File: config.mk
export PLATFORM = sky130hd
export DESIGN_NAME = fal_fault_alarm_logic
export DESIGN_NICKNAME = d
export VERILOG_FILES = /design/src/rtl/fal_pkg.sv /design/src/rtl/fal_fault_alarm_logic.sv
export SDC_FILE = /design/constraint.sdc
export NUM_CORES = 1
export LEC_CHECK = 0
export ABC_CLOCK_PERIOD_IN_PS = 3120
export BUFFER_PORTS_ARGS = -buffer_cell sky130_fd_sc_hd__clkbuf_2
export CORE_AREA = 2 2 92 94
export DETAILED_ROUTE_END_ITERATION = 16
export DIE_AREA = 0 0 94 96
export GPL_ROUTABILITY_DRIVEN = 0
export HOLD_SLACK_MARGIN = 0.02
export PLACE_DENSITY = 0.82
export SYNTH_ARGS = -nofsm -noshare
export SYNTH_HDL_FRONTEND = slang
export SYNTH_SLANG_ARGS = --single-unit
File: constraint.sdc
create_clock -name mclk -period 3.12 [get_ports mclk]
set_input_delay 0.312 -clock mclk [delete_from_list [all_inputs] [get_ports mclk]]
set_output_delay 0.312 -clock mclk [all_outputs]
set_load 0.03 [all_outputs]
File: src/rtl/fal_pkg.sv
// Package with the register map, field layout and carrier types of the fault alarm logic.
package fal_pkg;
  // Register offsets as seen through the serial programming port.
  localparam logic [6:0] OFF_OVD_UPPER = 7'h0c;
  localparam logic [6:0] OFF_OVD_LOWER = 7'h0d;
  localparam logic [6:0] OFF_FAULT_MASK = 7'h1d;
  localparam logic [6:0] OFF_FAULT_STATUS = 7'h1e;
  // Field positions shared by the mask and status registers.
  localparam int BIT_OVD = 0;
  localparam int BIT_CLAMP = 2;
  localparam int BIT_THERM = 3;
  localparam int TRIP_LSB = 4;
  localparam int TRIP_MSB = 6;
  // Writable bits per channel; channel 1 has no thermal fields.
  localparam logic [7:0] MASK_BITS_CH0 = 8'h7d;
  localparam logic [7:0] MASK_BITS_CH1 = 8'h05;
  // Reset values: overvoltage and clamp masked, thermal enabled, lowest trip point.
  localparam logic [7:0] MASK_RESET = 8'h05;
  localparam logic [15:0] OVD_UPPER_RESET = 16'hffff;
  localparam logic [15:0] OVD_LOWER_RESET = 16'h0000;
  localparam int NUM_CH = 2;

  // One register access from the serial port decoder.
  typedef struct packed {
    logic wr;
    logic rd;
    logic ch;
    logic [6:0] addr;
    logic [15:0] wdata;
  } fal_req_s;

  // Raw fault inputs of one channel.
  typedef struct packed {
    logic [15:0] pin_level;
    logic clamp_active;
  } fal_src_s;

  // Complete state of the block.
  typedef struct packed {
    logic [1:0][7:0] mask;
    logic [1:0][7:0] status;
    logic [15:0] ovd_upper;
    logic [15:0] ovd_lower;
    logic [15:0] rdata;
    logic rvalid;
    logic alarm_drive;
  } fal_state_s;
endpackage

File: src/rtl/fal_fault_alarm_logic.sv
// Fault alarm aggregation: per-channel sources, sticky status, masks and the alarm pin.
`timescale 1ns/100ps
// Notes on behaviour
// - Overvoltage and clamp per channel, one thermal.
// - Status at 0x1E read-only, cleared by read.
// - All unmasked faults combine onto one open-drain pin.
// - Reset: thermal enabled, overvoltage and clamp masked.
// - Faults only set status and the pin.
// - Bit 0 masks overvoltage; ch0 bit 3 thermal.
// - Bit 2 masks each channel's clamp alarm.
// - Ch0 bits 6:4 pick trip; flags sticky.
// - Shared window limits at 0x0C/0x0D on ch0.
module fal_fault_alarm_logic (
  // Clock and reset.
  input wire logic mclk,
  input wire logic rstn,
  // Register access from the serial port decoder.
  input wire fal_pkg::fal_req_s req,
  output logic [15:0] rdata,
  output logic rvalid,
  // Fault sources.
  input wire fal_pkg::fal_src_s [1:0] src,
  input wire logic thermal_hot,
  output logic [2:0] thermal_trip_select,
  // Open-drain alarm pin.
  output logic alarm_o,
  output logic alarm_oe
);
  fal_pkg::fal_state_s st;
  fal_pkg::fal_state_s next_st;
  logic [1:0][7:0] fault_set;
  logic [1:0] status_read;
  logic any_unmasked;

  // Source detection: window comparison against shared limits and raw indicators.
  always_comb
  begin
    for (int c = 0; c < fal_pkg::NUM_CH; c++)
    begin
      fault_set[c] = 8'h00;
      fault_set[c][fal_pkg::BIT_OVD] = (src[c].pin_level > st.ovd_upper) ||
                                       (src[c].pin_level < st.ovd_lower);
      fault_set[c][fal_pkg::BIT_CLAMP] = src[c].clamp_active;
    end
    fault_set[0][fal_pkg::BIT_THERM] = thermal_hot;
  end

  // A read of the status register clears it for the addressed channel only.
  always_comb
  begin
    for (int c = 0; c < fal_pkg::NUM_CH; c++)
    begin
      status_read[c] = req.rd && (req.ch == c[0]) && (req.addr == fal_pkg::OFF_FAULT_STATUS);
    end
  end

  // The pin only reflects unmasked flags; masked sources still latch for polling.
  always_comb
  begin
    any_unmasked = 1'b0;
    for (int c = 0; c < fal_pkg::NUM_CH; c++)
    begin
      any_unmasked = any_unmasked | |(st.status[c] & ~st.mask[c]);
    end
  end

  // Next state of the whole block.
  always_comb
  begin
    next_st = st;
    next_st.rvalid = req.rd;
    next_st.rdata = 16'h0000;
    for (int c = 0; c < fal_pkg::NUM_CH; c++)
    begin
      // New faults win over a clear in the same cycle, so no event is lost.
      next_st.status[c] = (status_read[c] ? 8'h00 : st.status[c]) | fault_set[c];
    end
    if (req.wr)
    begin
      // The status register is read-only; writes to it fall through unmatched.
      case (req.addr)
        fal_pkg::OFF_FAULT_MASK:
        begin
          next_st.mask[req.ch] = req.wdata[7:0] &
            (req.ch ? fal_pkg::MASK_BITS_CH1 : fal_pkg::MASK_BITS_CH0);
        end
        fal_pkg::OFF_OVD_UPPER:
        begin
          if (!req.ch)
          begin
            next_st.ovd_upper = req.wdata;
          end
        end
        fal_pkg::OFF_OVD_LOWER:
        begin
          if (!req.ch)
          begin
            next_st.ovd_lower = req.wdata;
          end
        end
        default:
        begin
          next_st.ovd_upper = st.ovd_upper;
        end
      endcase
    end
    if (req.rd)
    begin
      case (req.addr)
        fal_pkg::OFF_FAULT_MASK: next_st.rdata = {8'h00, st.mask[req.ch]};
        fal_pkg::OFF_FAULT_STATUS: next_st.rdata = {8'h00, st.status[req.ch]};
        fal_pkg::OFF_OVD_UPPER: next_st.rdata = req.ch ? 16'h0000 : st.ovd_upper;
        fal_pkg::OFF_OVD_LOWER: next_st.rdata = req.ch ? 16'h0000 : st.ovd_lower;
        default: next_st.rdata = 16'h0000;
      endcase
    end
    // Nothing else reacts to a fault; the pin is the only action taken.
    next_st.alarm_drive = any_unmasked;
  end

  // State register.
  always_ff @(posedge mclk or negedge rstn)
  begin
    if (!rstn)
    begin
      st.mask <= {fal_pkg::MASK_RESET, fal_pkg::MASK_RESET};
      st.status <= 16'h0000;
      st.ovd_upper <= fal_pkg::OVD_UPPER_RESET;
      st.ovd_lower <= fal_pkg::OVD_LOWER_RESET;
      st.rdata <= 16'h0000;
      st.rvalid <= 1'b0;
      st.alarm_drive <= 1'b0;
    end
    else
    begin
      st <= next_st;
    end
  end

  // Outputs; the pin only ever pulls low, the enable carries the alarm.
  assign rdata = st.rdata;
  assign rvalid = st.rvalid;
  assign thermal_trip_select = st.mask[0][fal_pkg::TRIP_MSB:fal_pkg::TRIP_LSB];
  assign alarm_o = 1'b0;
  assign alarm_oe = st.alarm_drive;
endmodule

# Word level (Yosys, flattened, before mapping)
# Cells that the tools add are included.
# word_totals
register_bits	82
word_cells	54
output_inout_bits	22
# classes
eq_ne	4
bitwise_logic	9
muxes	14
order_cmp	6
n_reduce_logical	12
# op_table
op	n
case mux 16 bit (4 select lines)	1
2-to-1 mux 8 bit	7
2-to-1 mux 16 bit	3
> comparator 16 bit	2
less-than comparator 16 bit	2
bitwise AND 8 bit	2
bitwise mux 16 bit	1
inverter 8 bit	2
OR reduction 8 bit	2
equality test 7 x 4 -> 1 bit, second input constant	2
equality test 7 x 5 -> 1 bit, second input constant	2
bitwise AND 8 x 7 -> 8 bit	1
demux 8 bit (select 1 bit)	1
bitwise OR 8 x 3 -> 8 bit	1
bitwise OR 8 x 4 -> 8 bit	1
2-to-1 mux 7 bit	1
AND reduction 3 bit	2
logical AND 1 bit	5
logical OR 1 bit	2
less-than comparator 1 x 2 -> 1 bit, second input constant	1
AND reduction 2 bit	1
>= comparator 1 bit, second input constant	1
inverter 1 bit	1
bitwise OR 1 bit	1

# Depth between registers and ports, before layout
# Gate-level depths: netlist of run 1.
# logic_depth
ltp_word	5
mapped_depth	7
mapped_depth_nobuf	7

# Worst setup path before layout of run 1
# OpenSTA, ideal clock, no wires.
# synth_timing
path_kind	register to register
startpoint	reg st[44] in the netlist's numbering
endpoint	reg st[50] in the netlist's numbering
t_required_ns	2.994
stages_incl_launch_ff	7
arrival_ns	2.068
path_slack_ns	0.926
n_path_buf	0
cell_sequence	dfstp_2 -> inv_1 -> ha_1 -> nand4_1 -> or4_1 -> or3_1 -> a221o_1
# synth_lines
item	line	rtl
start: declaration	fal_fault_alarm_logic.sv:29	fal_pkg::fal_state_s st;
start signal: assignment	fal_fault_alarm_logic.sv:136	st <= next_st;

==> impl_metrics.yaml, run 1 <==
placed_design:
  io_buffers: 83
  place_inst: 569
  dp_slack_ns: 0.833
  hpwl_mm: 7.76
global_route:
  grt_pass1_vias: 3405
  grt-ovfl-total: 0
  grt_usage: 0.235
  grt_max_degree: 35
  grt_pass1_wl_mm: 16.2
  antenna_found_initial: 0
cells_and_area:
  drive_gt1_frac: 0.348
  layout.cells.non_filler: 585
  syn2layout_area_growth_pct: 14.0
  mostFrequentLayoutCells: "82 x clkbuf_2, 62 x ha_1, 47 x dfrtp_1, 41 x inv_1, 39 x mux2_2"
  final_common_cell: "clkbuf_2"
  diodes: 0
  fin_nets: 600
clocking:
  insertion_delay_ns: 0.35
  cts.sinks: 67
  ctsLongestPathBuffers: 2
  cts_tree: "built"
  htree_levels: 3
  cts_made_buffers: 9
  clk_pin_slew_ns: 0.08
  cts_hold_buf: 0
  cts-root-buf: "clkbuf_8"
  cts_resized: 0
  postCtsSetupBuffers: 0
min_path:
  min_path_type: "primary input to asynchronous set/reset pin"
synth:
  yosysWarnings: 0
  synthArstFlopShare: 1.00
  synth-main-ff-cell: "dfrtp_1"
  yosysUniqueCellTypes: 49
  synthesis.area_um2: 4400
  ys_seq_area_frac: 0.387
  syn_inst: 408
  synth_edf_count: 0
  synth.avg_cell_area_um2: 10.8
  synth-seq-cells: 67
  synth_nets: 533
timing:
  slew_headroom: 0.495
  finClkSkew_ns: 0.00853
  tightest_slew_ns: 0.757
  hold_viol: 0
  drv_slew: 0
  period_minus_slack_ns: 2.30
  hold_ws_ns: 0.0189
  setup_slack_ns: 0.819
  grt_setup_unrepaired: "no"
  max_freq_ghz: 0.435
  tns_ns: 0
  setup_viol: 0
  post-route-period-util: 0.738
detailed_routing:
  vias_per_cell: 5.64
  wl_mm: 9.86
  vias: 3298
  drt_iter0_drc: 219
  wl_per_cell_um: 16.9
  dr.pass1.iters: 5
  drc: 0
  ant_nets: 0
critical_path:
  end_kind: "flip-flop"
  cp_data_required_time_ns: 3.36
  critPathSlowestCell: "dfstp_2"
  cp_max_fo: 3
  worstSetupPathType: "flip-flop to flip-flop"
  arrival_ns: 2.54
  worstPathCellList: "inv_1, ha_1, nand2_1, or4_1, or3_1, a221o_1"
  worst_path_dominant_cell_family: "simple AND/OR/NAND/NOR gates"
  startpoint_type: "flip-flop"
  critPathBufInv: 1
  slowest_delay_ns: 0.55
die:
  ios: 85
  design.die.area_um2: 9020
  rows: 33
  start_util: 0.546
  die_w_um: 94
  core-area_um2: 8050
  die_h_um: 96
status:
  status: "complete, no violations"
power_and_ir_drop:
  vdd_drop_max_mv: 0.240
  p_per_area_nw_per_um2: 419
  p_leak_nw: 2.39
run:
  maxCapViolations: 0
==> layout make-up <==
cell class              count  area (um^2)
well taps                 105          131
fillers                   658         3040
multi-input cells         272         2350
flip-flops and latches     67         1700
clock buffers              11          151
clock inverters             5         83.8
inverters                  41          154
repair buffers             84          435
==> registers in the layout (all words and copies together), names as in the netlist <==
signal and flops:
alarm_oe 1, rdata 16, rvalid 1, st 46, thermal_trip_select 3
==> worst register-to-register path, delay by kind of cell (launching register included) <==
family / cells / cell delay [ns]
adders and majority gates: 1 / 0.30
and+or+nand+nor: 3 / 0.95
AOI/OAI and AO/OA: 1 / 0.31
DFF: 1 / 0.55
buffers and inverters: 1 / 0.07
==> report_power, final <==
group | switching [mW] | internal [mW]
clock | 0.352 | 0.496
combinational | 0.182 | 0.145
sequential | 0.0199 | 0.904
total | 0.554 | 1.55
==> logic make-up after synthesis <==
| kind of cell | share of synthesized area |
|---|---|
| other cells | 0.000853 |
| buf+inv | 0.0774 |
| simple gates | 0.112 |
| flops | 0.387 |
| mux | 0.141 |
| compound gates | 0.104 |
| fa+ha+maj | 0.176 |
==> worst paths after layout <==
kind                            slack (ns)  depth (start not counted)   start     end
worst max-delay path                  0.82                          6  st[39]  st[50]
worst min-delay path                  0.02                          1    rstn  st[32]
worst max register to register        0.82                          6  st[39]  st[50]
worst min register to register        0.51                          1  st[77]  st[77]
max in group asynchronous             2.39                          2    rstn  st[36]
min in group mclk                     0.13                          2  src[0]  st[52]
==> metal layers <==
layer  routed length (um)  vias up  global-route usage  share of wire
met5                    0        -                   0              0
met2                 4840      113               0.397           0.49
met1                 4250     1572               0.289           0.43
met3                  555       19              0.0532          0.056
li1                     -     1594                   -              -
met4                  217        0               0.104          0.022
==> synth_stat cells (3+ instances only) <==
library cell | count | area share
a21oi_1 | 25 | 0.028
mux2_2 | 39 | 0.10
dfrtp_1 | 47 | 0.27
nand4_1 | 11 | 0.016
nor2_1 | 20 | 0.017
mux2i_1 | 16 | 0.036
nand3_1 | 11 | 0.013
and3_1 | 3 | 0.0043
a221o_1 | 4 | 0.0091
a21o_1 | 9 | 0.015
o22ai_1 | 3 | 0.0043
buf_2 | 5 | 0.0057
nor2b_1 | 5 | 0.0071
nand2b_1 | 3 | 0.0043
nand2_1 | 19 | 0.016
inv_1 | 41 | 0.035
o21ai_0 | 5 | 0.0057
ha_1 | 62 | 0.18
a221oi_1 | 4 | 0.0080
dfstp_2 | 20 | 0.12
buf_4 | 20 | 0.034
==> per-stage QoR <==
stage                     cell area [um^2]   util  power, mW
after floorplan                       4400      -       1.13
after global routing                  5010  0.623       2.19
final                                 5010  0.623       2.10
after detailed placement              4780  0.593       1.26
after global placement                4780  0.593       1.24
after CTS                             5010  0.623       2.11
No activity file was read; power rests on OpenSTA's default activity.
==> run 2: changes to the inputs <==
--- a/config.mk
+++ b/config.mk
@@ -5,7 +5,7 @@
 export SDC_FILE = /design/constraint.sdc
 export NUM_CORES = 1
 export LEC_CHECK = 0
-export ABC_CLOCK_PERIOD_IN_PS = 3120
+export ABC_CLOCK_PERIOD_IN_PS = 2150
 export BUFFER_PORTS_ARGS = -buffer_cell sky130_fd_sc_hd__clkbuf_2
 export CORE_AREA = 2 2 92 94
 export DETAILED_ROUTE_END_ITERATION = 16
==> constraint.sdc (replaced) <==
create_clock -name mclk -period 2.15 [get_ports mclk]
set_input_delay 0.215 -clock mclk [delete_from_list [all_inputs] [get_ports mclk]]
set_output_delay 0.215 -clock mclk [all_outputs]
set_load 0.03 [all_outputs]
==> run 2 against run 1 <==
Against the previous run:
- the flow now finishes with violations (setup timing)
- worst hold slack improved by 0.011 ns
- maximum frequency up 3.6%
- combinational power increased by 62%
- wire length up 8.5%
- critical path depth unchanged
- sequential cell count stayed put
- global-route usage up 1.6 points
- final area rose by 5.8%
- sequential power is 45% higher
- die area stayed put
- non-clock buffer count increased by 26
- critical path type unchanged
- largest cell class unchanged
- largest power group unchanged
==> impl_metrics.yaml, run 2 (same netlist as run 1, synthesis figures left out) <==
status:
  status: "finished, violations left"
  violations: "setup timing"
cells_and_area:
  mostFrequentLayoutCells: "82 x clkbuf_2, 56 x ha_1, 47 x dfrtp_1, 39 x mux2_2, 37 x inv_1"
  layout.cells.non_filler: 611
  final_common_cell: "clkbuf_2"
  postLayoutCellArea_um2: 5300
  syn2layout_area_growth_pct: 20.6
  top_register: "st"
  diodes: 0
  nFillCells: 621
  multi_input_area_um2: 2440
  fin_nets: 626
  drive_gt1_frac: 0.399
  fin_util: 0.658
  largest_reg_flops: 46
  register_area_um2: 1700
power_and_ir_drop:
  p_leak_nw: 2.53
  p_per_area_nw_per_um2: 605
  power.total_mw: 3.21
  vdd_drop_max_mv: 0.271
critical_path:
  r2r-end: "st[50]"
  end_kind: "flip-flop"
  critPathBufInv: 1
  startpoint_type: "flip-flop"
  worst_path_dominant_cell_family: "simple AND/OR/NAND/NOR gates"
  cp_data_required_time_ns: 2.39
  slowest_delay_ns: 0.53
  critPathSlowestCell: "dfstp_2"
  worstSetupEndpoint: "st[50]"
  r2r-start: "st[42]"
  worstSetupPathType: "flip-flop to flip-flop"
  setup.worst_path.start: "st[42]"
  arrival_ns: 2.47
  r2r_cells: 6
  cp_max_fo: 2
  cp.depth: 6
  worstPathCellList: "inv_1, ha_1, nand4_1, or4_4, or3_1, a221o_1"
  reg2reg_slack_ns: -0.07
timing:
  setup_viol: 1
  drv_slew: 0
  slew_headroom: 0.659
  max_freq_ghz: 0.450
  grt_setup_unrepaired: "yes"
  setup_slack_ns: -0.0720
  tns_ns: -0.0720
  period_minus_slack_ns: 2.22
  finClkSkew_ns: 0.0108
  hold_viol: 0
  tightest_slew_ns: 0.499
  post-route-period-util: 1.03
die:
  die_w_um: 94
  ios: 85
  rows: 33
  design.die.area_um2: 9020
  core-area_um2: 8050
  start_util: 0.546
  die_h_um: 96
global_route:
  antenna_found_initial: 0
  grt_pass1_wl_mm: 17.2
  grt_pass1_vias: 3550
  grt-ovfl-total: 0
  grt_usage: 0.250
  grt_max_degree: 26
clocking:
  cts_tree: "built"
  htree_levels: 3
  ctsLongestPathBuffers: 2
  clk_pin_slew_ns: 0.08
  cts_made_buffers: 9
  insertion_delay_ns: 0.36
  cts.sinks: 67
  cts-root-buf: "clkbuf_8"
detailed_routing:
  drc: 0
  wl_mm: 10.7
  ant_nets: 0
  wl_per_cell_um: 17.5
  vias_per_cell: 5.71
  vias: 3487
  drt_iter0_drc: 213
  dr.pass1.iters: 7
placed_design:
  place_inst: 590
  io_buffers: 83
  dpl_cell_area_um2: 4950
  hpwl_mm: 7.98
run:
  maxCapViolations: 0
min_path:
  min_path_type: "primary input to flip-flop"
-- run 2: worst min-delay path by stage --
stage / from / end / slack (ns) / cells past startpoint
6_report: src[0] / st[52] / 0.03 / 2
5_1_grt: src[0] / st[52] / 0.02 / 2
4_1_cts: src[0] / st[52] / 0.03 / 2
3_5_place_dp: rstn / st[31] / 0.21 / 1
3_3_place_gp: rstn / rdata[14] / 0.19 / 1
2_1_floorplan: rstn / alarm_oe / -0.08 / 0
-- run 2: per-stage QoR --
step | hold slack [ns] | setup slack, ns
2_1_floorplan | -0.0806 | 0.0180
3_3_place_gp | 0.194 | -0.0598
3_5_place_dp | 0.205 | -0.0919
4_1_cts | 0.0275 | -0.0705
5_1_grt | 0.0225 | -0.200
6_report | 0.0295 | -0.0720
-- run 2: timing repair --
action,CTS,global route
buffers inserted,1,2
pin swaps,1,4
setup endpoints to repair,2,2
hold endpoints to repair,13,1
hold buffers,1,1
resized for setup,7,4
gates cloned,0,0
-- run 2: layout make-up --
class,count,share of cell area
inverter,41,0.0290
clock buffer,11,0.0267
multi-input combinational,272,0.461
sequential,67,0.321
tap,105,0.0248
timing repair buffer,110,0.118
clock inverter,5,0.0203
-- run 2: per-layer routing --
layer	vias up	GRT usage	part of all wire
met2	147	0.422	0.50
met1	1671	0.311	0.42
met3	25	0.0572	0.063
met4	0	0.106	0.020
li1	1644	-	-
met5	-	0	0
-- run 2: report_power, final --
group / switching, mW / internal [mW]
clock network: 0.527 / 0.811
logic: 0.284 / 0.246
registers: 0.0285 / 1.31
total: 0.840 / 2.37
==> run 3: changes to the inputs <==
--- a/config.mk
+++ b/config.mk
@@ -13,6 +13,7 @@
 export GPL_ROUTABILITY_DRIVEN = 0
 export HOLD_SLACK_MARGIN = 0.02
 export PLACE_DENSITY = 0.82
+export SETUP_SLACK_MARGIN = 0.2
 export SYNTH_ARGS = -nofsm -noshare
 export SYNTH_HDL_FRONTEND = slang
 export SYNTH_SLANG_ARGS = --single-unit
==> run 3 against run 2 <==
Against the previous run:
- the flow still finishes with violations (setup timing)
- via count grew 0.26%
- worst hold slack gained 0.0099 ns
- clock-buffer cell count shrank 2
- setup slack lost 0.0015 ns
- largest cell class unchanged
- highest routed layer unchanged
==> impl_metrics.yaml, run 3 (same netlist as run 1, synthesis figures left out) <==
cells_and_area:
  layout.cells.non_filler: 600
  syn2layout_area_growth_pct: 19.5
  diodes: 0
  final_common_cell: "clkbuf_2"
  top_register: "st"
  drive_gt1_frac: 0.412
  postLayoutCellArea_um2: 5250
  largest_reg_flops: 46
  fin_nets: 615
  mostFrequentLayoutCells: "82 x clkbuf_2, 52 x ha_1, 47 x dfrtp_1, 39 x mux2_2, 30 x inv_1"
timing:
  post-route-period-util: 1.03
  grt_setup_unrepaired: "yes"
  period_minus_slack_ns: 2.22
  setup_viol: 1
  hold_ws_ns: 0.0394
  drv_slew: 0
  slew_headroom: 0.604
  tightest_slew_ns: 0.594
  hold_viol: 0
  max_freq_ghz: 0.450
  finClkSkew_ns: 0.00995
  setup_slack_ns: -0.0735
detailed_routing:
  drc: 0
  wl_per_cell_um: 18.3
  ant_nets: 0
  vias: 3496
  vias_per_cell: 5.83
  dr.pass1.iters: 5
  wl_mm: 11.0
  drt_iter0_drc: 259
placed_design:
  hpwl_mm: 8.12
  io_buffers: 83
  place_inst: 575
  dpl_cell_area_um2: 4900
status:
  violations: "setup timing"
  status: "finished, violations left"
power_and_ir_drop:
  p_per_area_nw_per_um2: 586
  power.total_mw: 3.08
  p_leak_nw: 2.49
  vdd_drop_max_mv: 0.278
run:
  maxCapViolations: 0
global_route:
  grt_pass1_wl_mm: 17.3
  grt-ovfl-total: 0
  antenna_found_initial: 0
  grt_max_degree: 45
  grt_pass1_vias: 3598
  grt_usage: 0.254
critical_path:
  r2r-start: "st[44]"
  critPathSlowestCell: "dfstp_2"
  arrival_ns: 2.46
  slowest_delay_ns: 0.56
  startpoint_type: "flip-flop"
  worstSetupPathType: "flip-flop to flip-flop"
  end_kind: "flip-flop"
  worstPathCellList: "inv_2, ha_4, nand4_1, or4_4, or3_1, a221o_1"
  cp_data_required_time_ns: 2.39
  setup.worst_path.start: "st[44]"
  cp_max_fo: 3
die:
  start_util: 0.546
  rows: 33
  die_h_um: 96
  design.die.area_um2: 9020
  core-area_um2: 8050
  ios: 85
  die_w_um: 94
clocking:
  cts.sinks: 67
  htree_levels: 3
  clk_pin_slew_ns: 0.08
  ctsLongestPathBuffers: 2
  cts_tree: "built"
  cts-root-buf: "clkbuf_8"
  cts_made_buffers: 9
  insertion_delay_ns: 0.36
min_path:
  min_from: "req[24]"
  min_path_type: "primary input to flip-flop"
-- run 3: changes by cell type in the layout (fill, tap and decap cells not counted), moves of 2 or more --
cell      previous run  this run
buf_4               25        14
inv_2                4        11
ha_4                 6        10
inv_1               37        30
ha_1                56        52
clkinv_4             0         2
-- run 3: critical path, delay by kind of cell (launching register included) --
family                     cells  cell delay (ns)
DFF                            1             0.56
adders and majority gates      1             0.26
and+or+nand+nor                3             0.94
AOI/OAI and AO/OA              1             0.29
buffers and inverters          1             0.06
-- run 3: what timing repair did --
action	in CTS	in global routing
hold buffers	1	0
resized for setup	2	8
hold endpoints to repair	16	0
setup buffers	6	2
gates cloned	0	0
endpoints found under the setup margin	2	2
pin swaps	3	5
-- run 3: path summary, 6_finish.rpt --
check | end | slack (ns) | cells after the start
setup / recovery | st[50] | -0.07 | 6
hold / removal | rvalid | 0.04 | 1
setup reg to reg | st[50] | -0.07 | 6
hold reg to reg | st[78] | 0.52 | 1
max in group asynchronous | st[34] | 1.06 | 3
min in group asynchronous | st[31] | 0.39 | 2
-- run 3: through the flow --
step,worst slack (ns),TNS [ns],util
2_1_floorplan,0.0712,0,-
5_1_grt,-0.154,-0.154,0.653
3_5_place_dp,-0.0640,-0.0640,0.609
3_3_place_gp,-0.00977,-0.00977,0.609
6_report,-0.0735,-0.0735,0.653
4_1_cts,-0.0651,-0.0651,0.644
-- run 3: metal layers --
layer | part of all wire | wire, um | global-route usage
met1 | 0.43 | 4670 | 0.314
met2 | 0.49 | 5400 | 0.440
met3 | 0.051 | 556 | 0.0352
met4 | 0.030 | 333 | 0.123
met5 | 0 | 0 | 0
-- run 3: layout make-up --
class	count	area, um^2
Clock buffer	9	124
Clock inverter	7	100
Fill cell	625	2800
Inverter	41	154
Multi-Input combinational cell	272	2490
Sequential cell	67	1700
Tap cell	105	131
Timing Repair Buffer	99	551
-- run 3: where the power goes --
group / switching [mW] / internal, mW / total, mW
combinational: 0.297 / 0.245 / 0.542
sequential: 0.0291 / 1.31 / 1.34
clock: 0.535 / 0.663 / 1.20
